===== src/common/asrs_consts.svh =====
`ifndef ASRS_CONSTS_SVH
`define ASRS_CONSTS_SVH

// ============================================================
// Register indices and byte addresses
// ============================================================
`define ASRS_CTRL_IDX 8'h12
`define ASRS_CTX_ADDR 8'h80
`define ASRS_RATE_ADDR 8'h84
`define ASRS_STAT_ADDR 8'h88

// ============================================================
// Field positions
// ============================================================
`define ASRS_WATCH_LSB 0
`define ASRS_WATCH_MSB 3
`define ASRS_ZERO_BIT 4
`define ASRS_STB_LSB 5
`define ASRS_STB_MSB 7
`define ASRS_PM_MSB 2
`define ASRS_TRIG_LSB 8
`define ASRS_TRIG_MSB 15

// ============================================================
// Reset values and special codes
// ============================================================
`define ASRS_CTRL_RST 8'h00
`define ASRS_PM_RST 3'h0
`define ASRS_TRIG_RST 8'h00
`define ASRS_TRIG_MIN 8'h01
`define ASRS_CUSTOM_CODE 4'hF
`endif


===== src/common/asrs_pkg.sv =====
package asrs_pkg;
    // Power mode encodings of the separate power-mode field
    typedef enum logic [2:0] {
        ASRS_PM_LP = 3'h0,
        ASRS_PM_ULP = 3'h3,
        ASRS_PM_PREC = 3'h4
    } asrs_pmode_t;
    // Rates in tenths of a hertz, zero meaning unavailable
    typedef logic [15:0] asrs_dhz_t;
endpackage


===== src/common/asrs_rate_if.sv =====
// ============================================================
// Codes in, looked-up rates out
// ============================================================
interface asrs_rate_if;
    logic [2:0] power_mode;
    logic [3:0] watch_code;
    logic [2:0] standby_code;
    asrs_pkg::asrs_dhz_t watch_dhz;
    asrs_pkg::asrs_dhz_t standby_dhz;
    logic watch_ok;
    logic standby_ok;
    logic mode_ok;
    modport lut (input power_mode, input watch_code, input standby_code,
                 output watch_dhz, output standby_dhz, output watch_ok, output standby_ok, output mode_ok);
    modport ctl (output power_mode, output watch_code, output standby_code,
                 input watch_dhz, input standby_dhz, input watch_ok, input standby_ok, input mode_ok);
endinterface


===== src/verilog/asrs_top.sv =====
`include "asrs_consts.svh"
module asrs_top #(
    parameter int ADDR_W = 8
) (
    input wire logic pclk,
    input wire logic presetn,
    input wire logic psel,
    input wire logic penable,
    input wire logic pwrite,
    input wire logic [ADDR_W-1:0] paddr,
    input wire logic [31:0] pwdata,
    output logic [31:0] prdata,
    output logic pready,
    output logic pslverr,
    output logic [3:0] watch_rate_select,
    output logic [2:0] standby_rate_select,
    output logic [2:0] power_mode,
    output logic [15:0] watch_rate_dhz,
    output logic [15:0] standby_rate_dhz,
    output logic watch_rate_ok,
    output logic standby_rate_ok,
    output logic rate_applicable,
    output logic custom_rate_sel
);
    // ============================================================
    // Elaboration checks
    // ============================================================
    // The own registers sit at 0x48 and 0x80..0x88, so eight bits are the floor
    if (ADDR_W < 8) begin : g_bad_addr
        $error("asrs_top: ADDR_W must be at least 8");
    end

    // ============================================================
    // Declarations
    // ============================================================
    localparam logic [7:0] CTRL_ADDR = 8'(`ASRS_CTRL_IDX * 4); // Word index to byte address

    asrs_rate_if rif ();
    logic [7:0] ctrl_r; // Rate control register
    logic [7:0] ctrl_nxt;
    logic [2:0] pm_r; // Power mode context
    logic [2:0] pm_nxt;
    logic [7:0] trig_r; // Trigger count context
    logic [7:0] trig_nxt;
    logic [31:0] rdata_r; // Read data, latched at setup
    logic [31:0] rdata_nxt;
    logic err_r; // Unmapped access flag
    logic err_nxt;
    logic [15:0] wdhz_r; // Registered watch rate
    logic [15:0] sdhz_r; // Registered standby rate
    logic wok_r; // Watch code supported
    logic sok_r; // Standby code supported
    logic mok_r; // Power mode recognised
    logic appl_r; // Trigger count above one
    logic [15:0] wdhz_nxt;
    logic [15:0] sdhz_nxt;
    logic wok_nxt;
    logic sok_nxt;
    logic mok_nxt;
    logic appl_nxt;
    logic setup_ph; // APB setup cycle
    logic access_ph; // APB access cycle
    logic [7:0] addr8; // Low address byte
    logic hit_ctrl;
    logic hit_ctx;
    logic hit_rate;
    logic hit_stat;

    // ============================================================
    // Address decode
    // ============================================================
    // Upper address bits must be zero for a hit
    assign addr8 = paddr[7:0];
    assign setup_ph = psel & ~penable;
    assign access_ph = psel & penable;
    always_comb begin
        hit_ctrl = 1'b0;
        hit_ctx = 1'b0;
        hit_rate = 1'b0;
        hit_stat = 1'b0;
        if (paddr >> 8 == '0) begin
            hit_ctrl = (addr8 == CTRL_ADDR);
            hit_ctx = (addr8 == `ASRS_CTX_ADDR);
            hit_rate = (addr8 == `ASRS_RATE_ADDR);
            hit_stat = (addr8 == `ASRS_STAT_ADDR);
        end
    end

    // ============================================================
    // Rate lookup
    // ============================================================
    assign rif.power_mode = pm_r;
    assign rif.watch_code = ctrl_r[`ASRS_WATCH_MSB:`ASRS_WATCH_LSB];
    assign rif.standby_code = ctrl_r[`ASRS_STB_MSB:`ASRS_STB_LSB];

    asrs_rate_lut u_lut (
        .rif(rif)
    );

    // ============================================================
    // Register file next state
    // ============================================================
    // Writes land at the access edge; reads are latched one cycle
    // earlier in setup so prdata comes straight from a flop.
    always_comb begin
        ctrl_nxt = ctrl_r;
        pm_nxt = pm_r;
        trig_nxt = trig_r;
        rdata_nxt = rdata_r;
        err_nxt = err_r;
        if (access_ph && pwrite && hit_ctrl) begin
            // Bit 4 is held at zero even if software slips
            ctrl_nxt = pwdata[7:0] & ~(8'h01 << `ASRS_ZERO_BIT);
        end
        if (access_ph && pwrite && hit_ctx) begin
            pm_nxt = pwdata[`ASRS_PM_MSB:0];
            trig_nxt = pwdata[`ASRS_TRIG_MSB:`ASRS_TRIG_LSB];
        end
        if (setup_ph) begin
            err_nxt = ~(hit_ctrl | hit_ctx | hit_rate | hit_stat);
            rdata_nxt = 32'h0000_0000;
            if (hit_ctrl) begin
                rdata_nxt = {24'h00_0000, ctrl_r};
            end
            if (hit_ctx) begin
                rdata_nxt = {16'h0000, trig_r, 5'h00, pm_r};
            end
            if (hit_rate) begin
                rdata_nxt = {sdhz_r, wdhz_r};
            end
            if (hit_stat) begin
                rdata_nxt = {27'h000_0000, custom_rate_sel, mok_r, appl_r, sok_r, wok_r};
            end
        end
    end

    // ============================================================
    // Rate status next state
    // ============================================================
    // One flop stage between lookup and outputs keeps them glitch free
    always_comb begin
        wdhz_nxt = rif.watch_dhz;
        sdhz_nxt = rif.standby_dhz;
        wok_nxt = rif.watch_ok & rif.mode_ok;
        sok_nxt = rif.standby_ok & rif.mode_ok;
        mok_nxt = rif.mode_ok;
        // Table figures only describe multi-sample triggering
        appl_nxt = (trig_r > `ASRS_TRIG_MIN);
    end

    // ============================================================
    // State registers
    // ============================================================
    // All cleared at reset so both rate fields start at code zero
    always_ff @(posedge pclk or negedge presetn) begin
        if (!presetn) begin
            ctrl_r <= `ASRS_CTRL_RST;
            pm_r <= `ASRS_PM_RST;
            trig_r <= `ASRS_TRIG_RST;
            rdata_r <= 32'h0000_0000;
            err_r <= 1'b0;
            wdhz_r <= 16'h0000;
            sdhz_r <= 16'h0000;
            wok_r <= 1'b0;
            sok_r <= 1'b0;
            mok_r <= 1'b0;
            appl_r <= 1'b0;
        end else begin
            ctrl_r <= ctrl_nxt;
            pm_r <= pm_nxt;
            trig_r <= trig_nxt;
            rdata_r <= rdata_nxt;
            err_r <= err_nxt;
            wdhz_r <= wdhz_nxt;
            sdhz_r <= sdhz_nxt;
            wok_r <= wok_nxt;
            sok_r <= sok_nxt;
            mok_r <= mok_nxt;
            appl_r <= appl_nxt;
        end
    end

    // ============================================================
    // Outputs
    // ============================================================
    // Zero wait states: every access phase completes at once
    assign pready = 1'b1;
    assign pslverr = access_ph & err_r;
    assign prdata = rdata_r;
    assign watch_rate_select = ctrl_r[`ASRS_WATCH_MSB:`ASRS_WATCH_LSB];
    assign standby_rate_select = ctrl_r[`ASRS_STB_MSB:`ASRS_STB_LSB];
    assign power_mode = pm_r;
    assign watch_rate_dhz = wdhz_r;
    assign standby_rate_dhz = sdhz_r;
    assign watch_rate_ok = wok_r;
    assign standby_rate_ok = sok_r;
    assign rate_applicable = appl_r;
    // Custom code only flagged; shadow setup is software's job
    assign custom_rate_sel = (watch_rate_select == `ASRS_CUSTOM_CODE);
endmodule


===== src/verilog/asrs_rate_lut.sv =====
`include "asrs_consts.svh"
module asrs_rate_lut (
    asrs_rate_if.lut rif
);
    // ============================================================
    // Rate tables, tenths of a hertz, zero is n/a
    // ============================================================
    localparam logic [15:0] W_ULP [16] = '{16'h003C, 16'h0004, 16'h0008, 16'h000F, 16'h003C, 16'h0082,
        16'h00FA, 16'h01F4, 16'h03E8, 16'h076C, 16'h0ED8, 16'h1D4C, 16'h2AF8, 16'h0000, 16'h0000, 16'h32C8};
    localparam logic [15:0] W_LP [16] = '{16'h0046, 16'h0004, 16'h0008, 16'h000F, 16'h0046, 16'h008C,
        16'h0118, 16'h021C, 16'h041A, 16'h0834, 16'h0FA0, 16'h1770, 16'h0000, 16'h0000, 16'h0000, 16'h1D4C};
    localparam logic [15:0] W_PREC [16] = '{16'h0046, 16'h0002, 16'h0004, 16'h0009, 16'h0046, 16'h008C,
        16'h0118, 16'h0226, 16'h0320, 16'h0000, 16'h0000, 16'h0000, 16'h0000, 16'h0000, 16'h0000, 16'h03E8};
    localparam logic [15:0] S_ULP [8] = '{16'h000A, 16'h001E, 16'h0032, 16'h0064,
        16'h00E6, 16'h01C2, 16'h0384, 16'h0708};
    localparam logic [15:0] S_LP [8] = '{16'h0005, 16'h000A, 16'h001E, 16'h003C,
        16'h0078, 16'h00F0, 16'h01E0, 16'h03E8};
    localparam logic [15:0] S_PREC [8] = '{16'h0001, 16'h0002, 16'h0004, 16'h0008,
        16'h000F, 16'h001E, 16'h0032, 16'h0064};

    // Table choice follows power mode; unknown modes give nothing
    always_comb begin
        rif.mode_ok = 1'b1;
        case (rif.power_mode)
            asrs_pkg::ASRS_PM_ULP: begin
                rif.watch_dhz = W_ULP[rif.watch_code];
                rif.standby_dhz = S_ULP[rif.standby_code];
            end
            asrs_pkg::ASRS_PM_LP: begin
                rif.watch_dhz = W_LP[rif.watch_code];
                rif.standby_dhz = S_LP[rif.standby_code];
            end
            asrs_pkg::ASRS_PM_PREC: begin
                rif.watch_dhz = W_PREC[rif.watch_code];
                rif.standby_dhz = S_PREC[rif.standby_code];
            end
            default: begin
                rif.mode_ok = 1'b0;
                rif.watch_dhz = 16'h0000;
                rif.standby_dhz = 16'h0000;
            end
        endcase
        // Zero entries mark unsupported codes
        rif.watch_ok = (rif.watch_dhz != 16'h0000);
        rif.standby_ok = (rif.standby_dhz != 16'h0000);
    end
endmodule


===== config.mk =====
export PLATFORM = sky130hd
export DESIGN_NAME = asrs_top
export DESIGN_NICKNAME = d
export VERILOG_FILES = /design/src/common/asrs_pkg.sv /design/src/common/asrs_rate_if.sv /design/src/verilog/asrs_top.sv /design/src/verilog/asrs_rate_lut.sv
export VERILOG_INCLUDE_DIRS = /design/src /design/src/common
export SDC_FILE = /design/constraint.sdc
export NUM_CORES = 1
export LEC_CHECK = 0
export BUFFER_PORTS_ARGS = -buffer_cell sky130_fd_sc_hd__buf_2
export CAP_MARGIN = 25
export CORE_ASPECT_RATIO = 1.2
export CORE_UTILIZATION = 50
export CTS_CLUSTER_SIZE = 40
export DETAILED_ROUTE_END_ITERATION = 8
export HOLD_SLACK_MARGIN = 0.02
export PLACE_DENSITY = 0.8
export SLEW_MARGIN = 30
export SYNTH_ARGS = -nofsm -noshare
export SYNTH_HDL_FRONTEND = slang
export SYNTH_SLANG_ARGS = --single-unit
export TNS_END_PERCENT = 5

===== constraint.sdc =====
create_clock -name pclk -period 4.6 [get_ports pclk]
set_input_delay 0.69 -clock pclk [delete_from_list [all_inputs] [get_ports pclk]]
set_output_delay 0.69 -clock pclk [all_outputs]
set_load 0.005 [all_outputs]

==> flow_summary.json <==
{
  "status": "complete, no violations",
  "drt_first_pass_iters": 7,
  "seq_area_frac_synth_pct": 47.1,
  "final_hold_viol_count": 0,
  "worstSetupEndpointType": "flop",
  "dp_hpwl_um": 7190,
  "rr_startpoint": "power_mode[2]",
  "relSlewSlack_pct": 38.7,
  "timing_worst_setup_path_type": "reg2reg",
  "dp_cells": 541,
  "slew_violations": 0,
  "vias": 3308,
  "dieArea_mm2": 0.00833,
  "finalWorstSetupSlack_ps": 1640,
  "track_usage_pct": 25.2,
  "numPortBuffers": 94,
  "async_flop_share_pct": 100,
  "syn_avg_cell_area_um2": 10.5,
  "diodes": 0,
  "synth_edf_count": 0,
  "cts.repair.resized": 0,
  "yosysUniqueCellTypes": 62,
  "postSynthCellCount": 378,
  "grt_max_degree": 76,
  "floorplan.rows": 35,
  "min_path_type": "in2async",
  "clock_sinks": 75,
  "clock_path_buffers": 2,
  "synth_warnings": 0,
  "num_io_pins": 125,
  "dp_worst_setup_slack_ps": 1590,
  "drc": 0,
  "clk_pin_slew_ps": 80,
  "final_layout_size_suffix_gt1_share_pct": 30.1,
  "powerDensity_mw_per_mm2": 296,
  "die_height_um": 99.8,
  "vias_per_cell": 5.94,
  "synth_top_area_share_pct": 47.1,
  "critPathMaxFanout": 21,
  "ctsHoldBuffers": 0,
  "critPathRequiredTime_ps": 4820,
  "cts_tree": "built",
  "overflow": 0,
  "final_cell_area_mm2": 0.00467,
  "crit_arrival_ps": 3170,
  "clk_latency_ps": 360,
  "maxCapViolations": 0,
  "routabilityCongestion": 0.931,
  "ys_seq_elements": 75,
  "post_dp_cell_area_mm2": 0.00442,
  "grt_antenna_before_repair": 0,
  "clockRootBuffer": "clkbuf_8",
  "yosys.area.top_type": "dfrtp_1",
  "fmax_mhz": 338,
  "cts_max_level": 3,
  "coreArea_mm2": 0.00771,
  "finalSetupViolCount": 0,
  "yosys_most_used_dff": "dfrtp_1",
  "routedWlPerCell_um": 18.7,
  "wirelength_um": 10400,
  "grt_pass1_wl_um": 16400,
  "fin_crit_sh_pct": 64.3,
  "cts_made_buffers": 9,
  "rrSetupSlack_ps": 1640,
  "drt-initial-drc-count": 293,
  "p_total_mw": 1.38,
  "die_x_um": 83.5,
  "nets": 521,
  "post_synth_instance_area_mm2": 0.00398,
  "skew_ps": 12.0,
  "grt_pass1_vias": 3094,
  "fin_setup_tns_ps": 0,
  "synth_area_leaders": "dfrtp_1, ha_1, mux2_4",
  "grt_setup_unrepaired": "no",
  "worstReg2RegEnd": "standby_rate_ok",
  "ir_drop_mv": 0.201,
  "initial_core_util_pct": 51.7,
  "worstSetupStartpointType": "flop",
  "stdcell_count": 557,
  "worst_slew_pin_slew_ps": 920,
  "ant_nets": 0,
  "r2r_cells": 6,
  "fin_crit_ps": 2960,
  "cts_setup_buffers": 0,
  "syn_to_final_growth_pct": 17.3,
  "power_leakage_nw": 2.42
}
==> synthesized netlist by cell type, types with 2 or more instances <==
cell type  count
mux2i_1        5
nor4_1         5
nor2_1        23
a21o_1         2
nor3b_1        5
and3_1         4
conb_1         2
a32oi_1        3
a221o_1        6
and2_1         2
mux2_4        10
buf_2          5
nor2b_1        2
o22ai_1        7
mux2_2         8
o31ai_1        4
ha_1          16
a21oi_1       21
nand2b_1      11
nand2_1       28
nand3b_1       2
a222oi_1      10
nand3_1        3
nor3_1         5
nand4_1        2
buf_4         13
inv_1         20
a21boi_0       3
dfrtp_1       75
a22oi_1        2
a22o_1        13
clkbuf_1      16
o41ai_1        2
o21ai_0       15
==> worst max-delay path, cell delays in order, from the launching register on <==
cell	delay [ps]
dfrtp_1	830
nand3b_1	530
nor2_1	130
a21o_1	180
a2111o_1	400
nor4_1	260
or4b_1	480
==> logic make-up (layout without fill, tap and decap cells) <==
logic type	Yosys count	count (layout)	synth area share (%)
mux	23	23	7.29
buf+inv	56	132	7.07
fa+ha+maj	16	16	5.03
simple gates	105	105	14.8
flops	75	75	47.1
compound gates	100	100	18.3
xor+xnor	1	1	0.220
other cells	2	13	0.189
==> sequential cells by signal (all words and copies together) (netlist names), 3 cells and up <==
name and flops:
ctrl_r 7, power_mode 3, prdata 27, standby_rate_dhz 11
trig_r 8, watch_rate_dhz 14
==> layer usage <==
layer	routed length (um)	share of wire, %	up-vias	global-route usage, %
met5	0	0	-	0
met4	286	2.8	0	11.9
met3	745	7.2	28	4.73
met2	4850	47	172	38.7
met1	4510	43	1594	34.9
li1	-	-	1514	-
==> cell usage in the layout (no fill, tap or decap), types with 2 or more instances in the layout <==
cell	n
bufinv_16	3
nand2_1	28
buf_2	93
nand2b_1	11
ha_1	16
mux2_4	10
and3_1	4
a21boi_0	3
inv_1	20
conb_1	13
o41ai_1	2
and2_1	2
a22o_1	13
a21oi_1	21
nor2_1	23
nor3b_1	4
nand3_1	3
a32oi_1	3
o22ai_1	7
a22oi_1	2
mux2i_1	5
nor2b_1	2
nand4_1	2
a221o_1	6
a222oi_1	10
buf_4	2
o21ai_0	15
nor4_1	5
dfrtp_1	74
nor3_1	5
o31ai_1	4
mux2_2	8
clkbuf_8	9
nand3b_1	2
a21o_1	2
==> per-stage QoR <==
step | utilization [%] | hold WS, ps
after floorplan | - | 394
after global placement | 57.4 | 455
after detailed placement | 57.4 | 466
after CTS | 60.5 | 484
after global routing | 60.6 | 395
final | 60.6 | 340
==> where the power goes <==
group,switching [mW],total [mW],internal [mW]
combinational,0.0509,0.0826,0.0318
clock,0.256,0.618,0.363
sequential,0.0123,0.681,0.669
total,0.319,1.38,1.06
==> worst max path at each step <==
stage                  start              end  depth (start not counted)  slack (ps)
6_report       power_mode[2]  standby_rate_ok                          6        1640
2_1_floorplan       paddr[5]    power_mode[0]                          6        1980
3_5_place_dp        paddr[5]        prdata[7]                          8        1590
4_1_cts        power_mode[2]  standby_rate_ok                          6        1690
3_3_place_gp        paddr[5]        prdata[7]                          8        1590
5_1_grt        power_mode[2]  standby_rate_ok                          6        1510
==> layout make-up <==
| type | instances | area, um^2 |
|---|---|---|
| well taps | 92 | 115 |
| repair buffers | 96 | 492 |
| inverters | 20 | 75.1 |
| clock inverters | 6 | 113 |
| flip-flops and latches | 75 | 1880 |
| clock buffers | 10 | 128 |
| fillers | 657 | 3040 |
| multi-input cells | 258 | 1870 |
(Power assumes the default switching activity.)
